## src/hdl/ecs_pkg.sv

```systemverilog
// Constants, state encoding and carrier types for the conversion sequencer.
// Assumes a single 25 MHz system clock; every control pin except channel_sel is resynchronised inside the top.
package ecs_pkg;

	localparam int DATA_W     = 14;
	localparam int NUM_REGS   = 4;
	localparam int PTR_W      = 2;
	localparam int SEL_CNT_W  = 3;
	localparam int CNT_W      = 5;
	localparam int EDGE_PTR   = 14;
	localparam int EDGE_EOC   = 15;
	localparam int EDGE_END   = 16;

	// Internal conversion clock: one tick per bit period.
	localparam int CLK_MHZ    = 25;
	localparam int INT_CLK_NS = 150;
	localparam int INT_DIV    = (INT_CLK_NS * CLK_MHZ) / 1000;
	localparam int DIV_W      = 2;

	// Bit positions of the synchronised pin vector.
	localparam int PIN_HWSW   = 0;
	localparam int PIN_CSRC   = 1;
	localparam int PIN_START  = 2;
	localparam int PIN_XCLK   = 3;
	localparam int PIN_CS     = 4;
	localparam int PIN_RD     = 5;
	localparam int PIN_STANDBY_N   = 6;
	localparam int PIN_CNT    = 7;
	localparam logic [PIN_CNT-1:0] PIN_RST = 7'h7c;

	typedef enum logic [1:0]
	{
		ECS_IDLE = 2'h0,
		ECS_CONV = 2'h1,
		ECS_TAIL = 2'h3
	} ecs_state_t;

	typedef struct packed
	{
		logic busy;
		logic eoc_n;
		logic first_word_flag;
	} ecs_status_t;

	// Number of selected channels; an empty selection converts one channel.
	function automatic logic [SEL_CNT_W-1:0] ecs_count_sel(input logic [NUM_REGS-1:0] sel);
		logic [SEL_CNT_W-1:0] n;
		n = '0;
		for (int i = 0; i < NUM_REGS; i++)
		begin
			n = n + SEL_CNT_W'(sel[i]);
		end
		if (n == '0)
		begin
			n = SEL_CNT_W'(1);
		end
		return n;
	endfunction : ecs_count_sel

endpackage : ecs_pkg

```

## src/hdl/ecs_top.sv

```systemverilog
// Conversion sequencer: busy/eoc/first-word timing, result registers, readout and standby.
// Assumes all control pins are asynchronous to clk and the converter core presents
// its finished result on adc_result, in the clk domain, when the 15th bit edge arrives.
// Requirements on this block and its host
// RQ1 - Both select inputs high choose the external conversion clock.
// RQ2 - Host keeps the external conversion clock at or below 5 MHz.
// RQ3 - Host waits 200 ns after start before the first clock fall.
// RQ4 - Start rising edge raises busy.
// RQ5 - No output changes before the 14th fall of the first conversion.
// RQ6 - 14th fall of first conversion: pointer to register 1, first flag high.
// RQ7 - 15th fall: eoc low and result stored in its register.
// RQ8 - 16th fall of every conversion returns eoc high.
// RQ9 - Each further selected channel takes another 16 clock pulses.
// RQ10 - Last conversion: busy and eoc low on 15th fall, eoc high on 16th.
// RQ11 - Read while eoc low places register 1 on the data bus.
// RQ12 - Standby input low enters low-current standby.
// RQ13 - Standby input high leaves standby.
// RQ14 - Data drivers keep working during standby.
// RQ15 - Host may enter standby after busy falls, leave before next start.
// RQ16 - Host allows wake-up time before starting a conversion.
// RQ17 - Data lines driven only while chip select and read are low.
// RQ18 - After the sequence, each read rising edge advances the pointer.
// RQ19 - During a sequence the pointer waits until the next result is stored.
// RQ20 - Reading the last result returns the pointer to register 1.
// RQ21 - Start edges while busy are ignored.
// RQ22 - Standby requested during a sequence takes effect after busy falls.
`timescale 1ns/1ns
`default_nettype none

module ecs_top (
	input  wire logic                          clk,
	input  wire logic                          rst,
	input  wire logic                          hw_sw_select,
	input  wire logic                          clock_source_select,
	input  wire logic                          conv_start_n,
	input  wire logic                          ext_conv_clock,
	input  wire logic                          cs_n,
	input  wire logic                          rd_n,
	input  wire logic                          standby_n,
	input  wire logic [ecs_pkg::NUM_REGS-1:0]  channel_sel,
	input  wire logic [ecs_pkg::DATA_W-1:0]    adc_result,
	output var  ecs_pkg::ecs_status_t          status,
	output logic      [ecs_pkg::DATA_W-1:0]    data_out,
	output logic                               data_oe,
	output logic                               standby_active,
	output logic                               ext_clock_mode
);
	import ecs_pkg::*;

	// ==========================================================
	// Pin synchronisers
	logic [PIN_CNT-1:0] pin_raw;
	logic [PIN_CNT-1:0] s1_q;
	logic [PIN_CNT-1:0] s2_q;
	logic [PIN_CNT-1:0] s3_q;
	logic [PIN_CNT-1:0] pin_q;
	logic [PIN_CNT-1:0] pin_prev_q;
	logic [PIN_CNT-1:0] pin_rise;
	logic [PIN_CNT-1:0] pin_fall;

	assign pin_raw = {standby_n, rd_n, cs_n, ext_conv_clock, conv_start_n,
			clock_source_select, hw_sw_select};

	genvar g;
	generate
		for (g = 0; g < PIN_CNT; g++)
		begin : g_sync
			// A level is accepted only once the second and third stages agree.
			always_ff @(posedge clk or posedge rst)
			begin
				if (rst)
				begin
					s1_q[g]       <= PIN_RST[g];
					s2_q[g]       <= PIN_RST[g];
					s3_q[g]       <= PIN_RST[g];
					pin_q[g]      <= PIN_RST[g];
					pin_prev_q[g] <= PIN_RST[g];
				end
				else
				begin
					s1_q[g]       <= pin_raw[g];
					s2_q[g]       <= s1_q[g];
					s3_q[g]       <= s2_q[g];
					pin_prev_q[g] <= pin_q[g];
					if (s2_q[g] == s3_q[g])
					begin
						pin_q[g] <= s3_q[g];
					end
				end
			end
		end
	endgenerate

	assign pin_rise = pin_q & ~pin_prev_q;
	assign pin_fall = ~pin_q & pin_prev_q;

	// ==========================================================
	// Conversion clock selection
	logic [DIV_W-1:0] div_q;
	logic             int_tick;
	logic             tick;

	assign int_tick = (div_q == DIV_W'(INT_DIV - 1));
	// RQ1 external clock select
	assign ext_clock_mode = pin_q[PIN_HWSW] & pin_q[PIN_CSRC];
	assign tick = ext_clock_mode ? pin_fall[PIN_XCLK] : int_tick;

	always_ff @(posedge clk or posedge rst)
	begin
		if (rst)
			div_q <= '0;
		else
			div_q <= int_tick ? '0 : div_q + DIV_W'(1);
	end

	// ==========================================================
	// Sequencer
	ecs_state_t           state_q, state_d;
	logic [CNT_W-1:0]     cnt_q, cnt_d, cnt_nx;
	logic [PTR_W-1:0]     idx_q, idx_d;
	logic [SEL_CNT_W-1:0] nsel_q, nsel_d;
	logic [SEL_CNT_W-1:0] stored_q, stored_d;
	logic                 eoc_n_q, eoc_n_d;
	logic                 standby_n_q, standby_n_d;
	logic                 first_conv;
	logic                 last_conv;
	logic                 start_ok;
	logic                 at_ptr;
	logic                 at_eoc;
	logic                 at_end;

	assign cnt_nx     = cnt_q + CNT_W'(1);
	assign first_conv = (idx_q == '0);
	assign last_conv  = (SEL_CNT_W'(idx_q) + SEL_CNT_W'(1) == nsel_q);
	// RQ21 start only when idle
	assign start_ok   = pin_rise[PIN_START] && (state_q == ECS_IDLE) && !standby_n_q;
	// RQ5 quiet until the 14th edge
	assign at_ptr     = tick && (state_q == ECS_CONV) && first_conv && (cnt_nx == CNT_W'(EDGE_PTR));
	assign at_eoc     = tick && (state_q == ECS_CONV) && (cnt_nx == CNT_W'(EDGE_EOC));
	assign at_end     = tick && (state_q != ECS_IDLE) && (cnt_nx == CNT_W'(EDGE_END));

	always_comb
	begin
		state_d  = state_q;
		cnt_d    = cnt_q;
		idx_d    = idx_q;
		nsel_d   = nsel_q;
		stored_d = stored_q;
		eoc_n_d  = eoc_n_q;
		case (state_q)
			ECS_IDLE:
			begin
				// RQ4 busy on start
				if (start_ok)
				begin
					state_d  = ECS_CONV;
					cnt_d    = '0;
					idx_d    = '0;
					nsel_d   = ecs_count_sel(channel_sel);
					stored_d = '0;
				end
			end
			ECS_CONV:
			begin
				// RQ7 end of conversion
				if (at_eoc)
				begin
					eoc_n_d  = 1'b0;
					stored_d = stored_q + SEL_CNT_W'(1);
					cnt_d    = cnt_nx;
					// RQ10 busy falls with the last result
					if (last_conv)
						state_d = ECS_TAIL;
				end
				// RQ9 next channel after 16 pulses
				else if (at_end)
				begin
					eoc_n_d = 1'b1;
					cnt_d   = '0;
					idx_d   = idx_q + PTR_W'(1);
				end
				else if (tick)
					cnt_d = cnt_nx;
			end
			ECS_TAIL:
			begin
				// RQ8 eoc returns high
				if (at_end)
				begin
					eoc_n_d = 1'b1;
					cnt_d   = '0;
					state_d = ECS_IDLE;
				end
				else if (tick)
					cnt_d = cnt_nx;
			end
			default:
				state_d = ECS_IDLE;
		endcase
	end

	// RQ12 enter standby
	// RQ13 leave standby
	// RQ22 standby deferred until idle
	assign standby_n_d = pin_q[PIN_STANDBY_N] ? 1'b0 : (standby_n_q || (state_q == ECS_IDLE));

	always_ff @(posedge clk or posedge rst)
	begin
		if (rst)
		begin
			state_q  <= ECS_IDLE;
			cnt_q    <= '0;
			idx_q    <= '0;
			nsel_q   <= '0;
			stored_q <= '0;
			eoc_n_q  <= 1'b1;
			standby_n_q   <= 1'b0;
		end
		else
		begin
			state_q  <= state_d;
			cnt_q    <= cnt_d;
			idx_q    <= idx_d;
			nsel_q   <= nsel_d;
			stored_q <= stored_d;
			eoc_n_q  <= eoc_n_d;
			standby_n_q   <= standby_n_d;
		end
	end

	// ==========================================================
	// Result registers and read pointer
	logic [DATA_W-1:0]    out_reg [NUM_REGS];
	logic [DATA_W-1:0]    sel_word;
	logic [PTR_W-1:0]     ptr_q, ptr_d;
	logic [SEL_CNT_W-1:0] ptr_nx;
	logic                 pend_q, pend_d;
	logic                 fwf_q, fwf_d;
	logic                 rd_rise;

	assign rd_rise  = pin_rise[PIN_RD] && !pin_q[PIN_CS];
	assign ptr_nx   = SEL_CNT_W'(ptr_q) + SEL_CNT_W'(1);
	assign sel_word = out_reg[ptr_q];

	always_comb
	begin
		ptr_d  = ptr_q;
		pend_d = pend_q;
		fwf_d  = fwf_q;
		// RQ6 pointer reset and first flag
		if (at_ptr)
		begin
			ptr_d  = '0;
			pend_d = 1'b0;
			fwf_d  = 1'b1;
		end
		// RQ19 held read advances on store
		else if (at_eoc && pend_q && (ptr_nx == SEL_CNT_W'(idx_q)))
		begin
			ptr_d  = ptr_nx[PTR_W-1:0];
			pend_d = 1'b0;
			fwf_d  = 1'b0;
		end
		else if (rd_rise && (stored_q != '0))
		begin
			if (state_q == ECS_CONV && ptr_nx >= stored_q)
				pend_d = 1'b1;
			else
			begin
				// RQ18 advance on read
				// RQ20 wrap after last result
				ptr_d = (ptr_nx >= stored_q) ? '0 : ptr_nx[PTR_W-1:0];
				fwf_d = (ptr_d == '0);
			end
		end
	end

	always_ff @(posedge clk)
	begin
		if (at_eoc)
			out_reg[idx_q] <= adc_result;
	end

	always_ff @(posedge clk or posedge rst)
	begin
		if (rst)
		begin
			ptr_q    <= '0;
			pend_q   <= 1'b0;
			fwf_q    <= 1'b0;
			data_out <= '0;
		end
		else
		begin
			ptr_q    <= ptr_d;
			pend_q   <= pend_d;
			fwf_q    <= fwf_d;
			data_out <= sel_word;
		end
	end

	// ==========================================================
	// Outputs
	// RQ11 read places addressed word
	// RQ14 drivers live in standby
	// RQ17 drive only on chip select and read
	assign data_oe        = !pin_q[PIN_CS] && !pin_q[PIN_RD];
	assign standby_active = standby_n_q;
	assign status.busy    = (state_q == ECS_CONV);
	assign status.eoc_n   = eoc_n_q;
	assign status.first_word_flag = fwf_q;

	// ==========================================================
	// Assertions
	a_busy_on_start: assert property (@(posedge clk) disable iff (rst) // RQ4
		start_ok |=> status.busy)
		else $error("busy did not rise after start");

	a_quiet_first_conv: assert property (@(posedge clk) disable iff (rst) // RQ5
		(status.busy && first_conv && cnt_q < CNT_W'(EDGE_PTR - 1)) |=> $stable(status))
		else $error("status changed before 14th edge");

	a_ptr_first_word: assert property (@(posedge clk) disable iff (rst) // RQ6
		at_ptr |=> (ptr_q == '0) && fwf_q)
		else $error("pointer or first flag wrong at 14th edge");

	a_eoc_store: assert property (@(posedge clk) disable iff (rst) // RQ7
		at_eoc |=> !eoc_n_q && (out_reg[$past(idx_q)] == $past(adc_result)))
		else $error("eoc low or result store missing");

	a_eoc_return: assert property (@(posedge clk) disable iff (rst) // RQ8
		(tick && !eoc_n_q) |=> eoc_n_q)
		else $error("eoc did not return high on next edge");

	a_last_busy_drop: assert property (@(posedge clk) disable iff (rst) // RQ10
		(at_eoc && last_conv) |=> !status.busy && !eoc_n_q)
		else $error("busy and eoc not low after last result");

	a_read_word: assert property (@(posedge clk) disable iff (rst) // RQ11
		data_oe |=> data_out == $past(sel_word))
		else $error("data out is not the addressed register");

	a_read_reg_one: assert property (@(posedge clk) disable iff (rst) // RQ11
		(data_oe && !eoc_n_q && first_conv) |=> data_out == out_reg[0])
		else $error("register 1 not on data bus while eoc low");

	a_ptr_wrap: assert property (@(posedge clk) disable iff (rst) // RQ20
		(rd_rise && !at_ptr && !status.busy && stored_q != '0 && ptr_nx >= stored_q)
		|=> ptr_q == '0 && fwf_q)
		else $error("pointer did not wrap to register 1");

	a_start_ignored: assert property (@(posedge clk) disable iff (rst) // RQ21
		(status.busy && !at_eoc && !at_end) |=> $stable(idx_q) && $stable(nsel_q))
		else $error("sequence disturbed while busy");

	a_standby_deferred: assert property (@(posedge clk) disable iff (rst) // RQ22
		(!pin_q[PIN_STANDBY_N] && !standby_n_q && state_q != ECS_IDLE) |=> !standby_n_q)
		else $error("standby entered during sequence");

endmodule : ecs_top

`default_nettype wire

```

## config.mk

```make
export PLATFORM = sky130hd
export DESIGN_NAME = ecs_top
export DESIGN_NICKNAME = d
export VERILOG_FILES = /design/src/hdl/ecs_pkg.sv /design/src/hdl/ecs_top.sv
export SDC_FILE = /design/constraint.sdc
export NUM_CORES = 1
export LEC_CHECK = 0
export BUFFER_PORTS_ARGS = -buffer_cell sky130_fd_sc_hd__buf_2
export CORE_ASPECT_RATIO = 1.4
export CORE_MARGIN = 2
export CORE_UTILIZATION = 55
export DETAILED_ROUTE_END_ITERATION = 16
export GPL_ROUTABILITY_DRIVEN = 0
export PLACE_DENSITY_LB_ADDON = 0.05
export SLEW_MARGIN = 25
export SYNTH_ARGS = -nofsm -noshare
export SYNTH_HDL_FRONTEND = slang
export SYNTH_SLANG_ARGS = --single-unit
export TNS_END_PERCENT = 20
```

## constraint.sdc

```tcl
create_clock -name clk -period 7.3 [get_ports clk]
set_input_delay 0.73 -clock clk [delete_from_list [all_inputs] [get_ports clk]]
set_output_delay 0.73 -clock clk [all_outputs]
set_load 0.02 [all_outputs]
```

# ---- After elaboration in Yosys (flattened, before gate mapping)
# Memories as Yosys holds them, arrays and structs flattened. A register that Yosys moved wholly into a read port is not among the register bits.
# Index checks and enable logic that the tools add are counted.
dict set report totals {
  regBits 57
  mem_bits_rw 56
  inputBits 27
  output_inout_bits 20
  word_cells 158
  memories 1
}
dict set report classes {
  addsub 9
  order_cmp 1
  eq_ne 22
  muxes 39
  bitwise_logic 5
  reduce_logical 36
}
# name depth width read_ports rd_clocked_by_memory_dff write_ports line
set memory_table {}
lappend memory_table {out_reg 4 14 1 1 1 ecs_top.sv:233} ;# logic [DATA_W-1:0] out_reg [NUM_REGS];
# cell count
set ops {}
lappend ops {{$mux 2} 13}
lappend ops {{$mux 5} 4}
lappend ops {{$pmux 5 s3} 1}
lappend ops {{$logic_and 1x1->1} 14}
lappend ops {{$mux 1} 14}
lappend ops {{$reduce_bool 3->1} 4}
lappend ops {{$eq 5x4->1 const B} 2}
lappend ops {{$mux 3} 3}
lappend ops {{$reduce_and 2->1} 4}
lappend ops {{$reduce_and 4->1} 2}
lappend ops {{$eq 1x1->1} 7}
lappend ops {{$add 2x1->3 const B} 2}
lappend ops {{$and 6x6->6} 1}
lappend ops {{$logic_not 2->1} 3}
lappend ops {{$ne 2x1->1 const B} 3}
lappend ops {{$ne 2x2->1 const B} 3}
lappend ops {{$not 6->6} 1}
lappend ops {{$pmux 2 s3} 1}
lappend ops {{$pmux 3 s2} 1}
lappend ops {{$reduce_bool 2->1} 3}
lappend ops {{$add 5x1->5 const B} 1}
lappend ops {{$eq 5x5->1 const B} 1}
lappend ops {{$add 2x1->2 const B} 2}
lappend ops {{$and 4x4->4} 1}
lappend ops {{18 further kinds} 21}

# ---- Longest topological paths before layout
dict set report logic_depth {
  depth_word 9
  mapped_depth 8
}

# ---- Worst setup path after synthesis
# No wires, ideal clock.
dict set report synth_timing {
  path_type {register to register}
  from {reg cnt_q[0]}
  to {mem out_reg[1][0] (enable)}
  setup_ns 0.385
  t_arrival_ns 2.121
  t_required_ns 6.915
  setup_slack_ns 4.795
  path_stages_with_launch 8
  period_less_slack_ns 2.505
  path_cell_list {dfrtp_1 ha_1 buf_2 xnor2_1 nor2_1 o2111ai_4 buf_2 nor2_1}
}
dict set report synth_between {
  elab_chain_len 5
}
# item line
set synth_rtl {}
lappend synth_rtl {{from (decl)} ecs_top.sv:119} ;# logic [CNT_W-1:0] cnt_q, cnt_d, cnt_nx;
lappend synth_rtl {{from (signal assigned)} ecs_top.sv:222} ;# cnt_q <= cnt_d;
lappend synth_rtl {{$add 5x1->5} ecs_top.sv:132} ;# assign cnt_nx = cnt_q + CNT_W'(1);
lappend synth_rtl {{$eq 5x4->1} ecs_top.sv:139} ;# assign at_eoc = tick && (state_q == ECS_CONV) && (cnt_nx == CNT_W'(EDGE_EOC));
lappend synth_rtl {{$logic_and 1x1->1} ecs_top.sv:139}
lappend synth_rtl {{$mux 1} ecs_top.sv:280} ;# if (at_eoc)
lappend synth_rtl {{$mux 1 (not written as such)} ecs_top.sv:281} ;# out_reg[idx_q] <= adc_result;
lappend synth_rtl {{to (decl)} ecs_top.sv:233}
# No other way between the ends.

# ---- Worst setup path in the final report
dict set report layout_timing {
  from {reg ptr_q[1]}
  to {reg fwf_q}
}
dict set report layout_between {
  elab_chain_len 8
  elab_cells_between_ends 14
  classes_between {add/sub (1); order compare (1); eq/ne (2); mux (5); reduce/logical (5)}
}
# item line
set layout_rtl {}
lappend layout_rtl {{from (decl)} ecs_top.sv:235} ;# logic [PTR_W-1:0] ptr_q, ptr_d;
lappend layout_rtl {{from (signal assigned)} ecs_top.sv:295} ;# ptr_q <= ptr_d;
lappend layout_rtl {{$add 2x1->3 (*)} ecs_top.sv:242} ;# assign ptr_nx = SEL_CNT_W'(ptr_q) + SEL_CNT_W'(1);
lappend layout_rtl {{$ge 3x3->1} {ecs_top.sv:266, ecs_top.sv:272}}
lappend layout_rtl {{$mux 2} ecs_top.sv:272} ;# ptr_d = (ptr_nx >= stored_q) ? '0 : ptr_nx[PTR_W-1:0];
lappend layout_rtl {{$logic_not 2->1} ecs_top.sv:273} ;# fwf_d = (ptr_d == '0);
lappend layout_rtl {{$mux 1} ecs_top.sv:266} ;# if (state_q == ECS_CONV && ptr_nx >= stored_q)
lappend layout_rtl {{$mux 1} ecs_top.sv:264} ;# else if (rd_rise && (stored_q != '0))
lappend layout_rtl {{$mux 1} ecs_top.sv:258} ;# else if (at_eoc && pend_q && (ptr_nx == SEL_CNT_W'(idx_q)))
lappend layout_rtl {{$mux 1} ecs_top.sv:251} ;# if (at_ptr)
lappend layout_rtl {{to (signal assigned)} ecs_top.sv:297} ;# fwf_q <= fwf_d;
lappend layout_rtl {{to (decl)} ecs_top.sv:238} ;# logic fwf_q, fwf_d;
# Mark *: on every way between the ends. The rest lies on a longest branch, timed or not. The select of a mux whose other input is x is not followed.
# A chain may end at the register's enable or synchronous reset.

==> run metrics <==
status completed; Core Footprint 8560 um2; Switch Pwr 436 uW; GRT Residual Overflow 0; Internal 1.41 mW; Synth top area share 34.7%; Clock Sinks 124; final number of setup-violating endpoints 0; max frequency 0.404 GHz; CTS max path bufs 2; Pwr per Cell Area 318 nW/um2; TritonCTS clock tree yes; Final Skew 9.57 ps; Post-CTS Hold Buffers 0; Slew @ Worst Pin 838 ps; number of synthesized flops with an enable pin 56; top-count cell post-synth edfxtp_1; Post-Syn Instances 304; Netlist cell types 50; part of the power in registers 45.6%; Critical R2R Launch ptr_q[1]; capturing point of the worst reg2reg path fwf_q; Critical Path Sink Type flip-flop; nets@finish 409; max reg flops 56; DP Wirelength 4950 um; Clock Root Buffer clkbuf_16; vias per inst 5.35; total iterations of the first detailed-routing run 4; Total GRT Usage 18.5%; Clock Latency Late Sink 400 ps; post-CTS sizing 0; combinational fraction of design power 10.2%; top cell types by occurrence after synthesis 56 x edfxtp_1, 44 x dfrtp_1, 24 x dfstp_2, 24 x inv_1; path depth of the worst reg2reg path 7; Vias 2582; Starting Density 56.7%; I/O pins 47; Setup CP Type flip-flop to flip-flop; hold_ws 347 ps; RSZ-0062 raised after global routing no; initial antenna violation count 0; die span in y 115 um; Routed WL 7880 um; first-pass GRT wire length 13400 um; CP max-delay cell dfrtp_1; die extent in x 83.4 um; Yosys reg bits 124; leading area contributor after synthesis edfxtp_1; CP max stage delay 820 ps; Syn Nets 348; Worst setup SP type flip-flop; Worst EP required 7620 ps; post-route minimum period 2480 ps; synth-to-layout area growth 19.3%; 1st-iter DRT viols 149; Critical Path Fanout Max 16; final hold vios 0; synth warn 0; layout cells sized above 1 32.8%; sequential cell area fraction in the yosys report 70.4%; Max-slew headroom 44.1%; vias in the first global route 2762; largest net degree at the start of global routing 69; Worst Hold Launch s1_q[1]; Setup Buffers After CTS 0; Syn Area/Cell 16.0 um2; cell area after synthesis 4850 um2; routed len/inst 16.3 um; Clk pwr share 44.2%; R2R Setup Slk 4820 ps; worst-path cell chain ha_1 > ha_1 > a21o_1 > a31oi_1 > o21ai_0 > a22o_1 > o21ai_0; Max VDD drop 0.000223 V; worst hold path type flip-flop to flip-flop; Post-synth ARST share 54.8%; Period Utilization, post-route 33.9%; clock buffer count from CTS 17; CTS clk-pin slew, worst paths 50 ps; setup TNS 0 ps; Slew Viols, Final 0; Lkg Pwr 2.32 nW; Die Area 9600 um2; sw frac 23.7%; Arrival @ worst endpoint 2800 ps; Diodes inserted 0; CTS H-tree depth 4; Max Cap Viol 0; Remaining DRCs 0; Synth Flop Type edfxtp_1; worst hold endpoint s2_q[1]; Site Rows 40; top cells by area, synth edfxtp_1 35%, dfrtp_1 23%, dfstp_2 13%; WHS Path Cells 0; Antenna Nets Post-Route 0; Port-buffer cells 46
## worst max path at each step
stage              from       endpoint
4_1_cts        ptr_q[1]       ptr_q[0]
3_3_place_gp   ptr_q[1]          fwf_q
5_1_grt        ptr_q[1]       ptr_q[1]
3_5_place_dp   ptr_q[1]          fwf_q
6_report       ptr_q[1]          fwf_q
2_1_floorplan  cnt_q[0]  out_reg[1][0]
## metal layers
metal | wire length (um) | part of all wire [%] | vias to the layer above | GRT usage (%)
met2 | 4050 | 51 | 49 | 30.6
met1 | 3410 | 43 | 1297 | 22.9
li1 | - | - | 1228 | -
met5 | 0 | 0 | - | 0
met4 | 99 | 1.3 | 0 | 7.87
met3 | 322 | 4.1 | 8 | 5.81
## worst max-delay path, delay by kind of cell (launching register included)
| kind | cells | cell delay, ps |
|---|---|---|
| fa+ha+maj | 2 | 610 |
| compound gates | 5 | 970 |
| flops | 1 | 820 |
## through the flow
stage               instance area [um2]  util [%]  power, mW  worst slack [ps]  std cells
finish                             5790      67.6       1.84              4820        483
global route                       5790      67.6       1.92              4670        483
CTS                                5790      67.6       1.86              4780        483
detailed placement                 5200      60.8       1.04              4780        451
global placement                   5200      60.8       1.03              4850        451
floorplan                          4850         -      0.989              4790        304
## cell families after synthesis
logic type      count (synthesis)  synth area share, %
xor+xnor                        8                 1.44
simple gates                   58                 6.27
mux                            15                 6.71
flops                         124                 70.4
fa+ha+maj                      24                 5.99
compound gates                 40                 6.14
buf+inv                        35                 3.07
## cell usage in the layout (no fill, tap or decap), types with 2 or more instances in the layout
| master | instances |
|---|---|
| edfxtp_1 | 56 |
| buf_2 | 46 |
| dfrtp_1 | 44 |
| dfstp_2 | 24 |
| inv_1 | 23 |
| clkbuf_16 | 17 |
| nand2_1 | 16 |
| ha_1 | 16 |
| nor2_1 | 15 |
| mux4_2 | 14 |
| a21oi_1 | 7 |
| maj3_1 | 7 |
| nand3_1 | 6 |
| buf_4 | 6 |
| xnor2_1 | 5 |
| o21ai_0 | 5 |
| o21ai_1 | 5 |
| and2_1 | 4 |
| nand2b_1 | 4 |
| clkbuf_1 | 4 |
| nand3b_1 | 3 |
| xor2_1 | 3 |
| o22ai_1 | 3 |
| bufinv_16 | 3 |
| clkinvlp_4 | 3 |
| inv_2 | 2 |
| nand4b_1 | 2 |
| o21a_1 | 2 |
| a21o_1 | 2 |
| o2111a_1 | 2 |
| a31o_1 | 2 |
| clkinv_2 | 2 |
## power by group through the flow
stage	Combinational, mW	Clock (mW)	Sequential, mW
2_1_floorplan	0.147	0	0.841
3_3_place_gp	0.184	0	0.851
3_5_place_dp	0.188	0	0.851
4_1_cts	0.189	0.828	0.840
5_1_grt	0.216	0.861	0.848
6_report	0.187	0.814	0.840
## cell type report
cell class              count  area (um2)
multi-input cells         145        1290
fillers                   568        2770
inverters                  25        93.8
clock inverters            11         144
well taps                 105         131
clock buffers              21         440
flip-flops and latches    124        3410
repair buffers             52         275
Note: power is estimated with default switching activity, not from simulation.
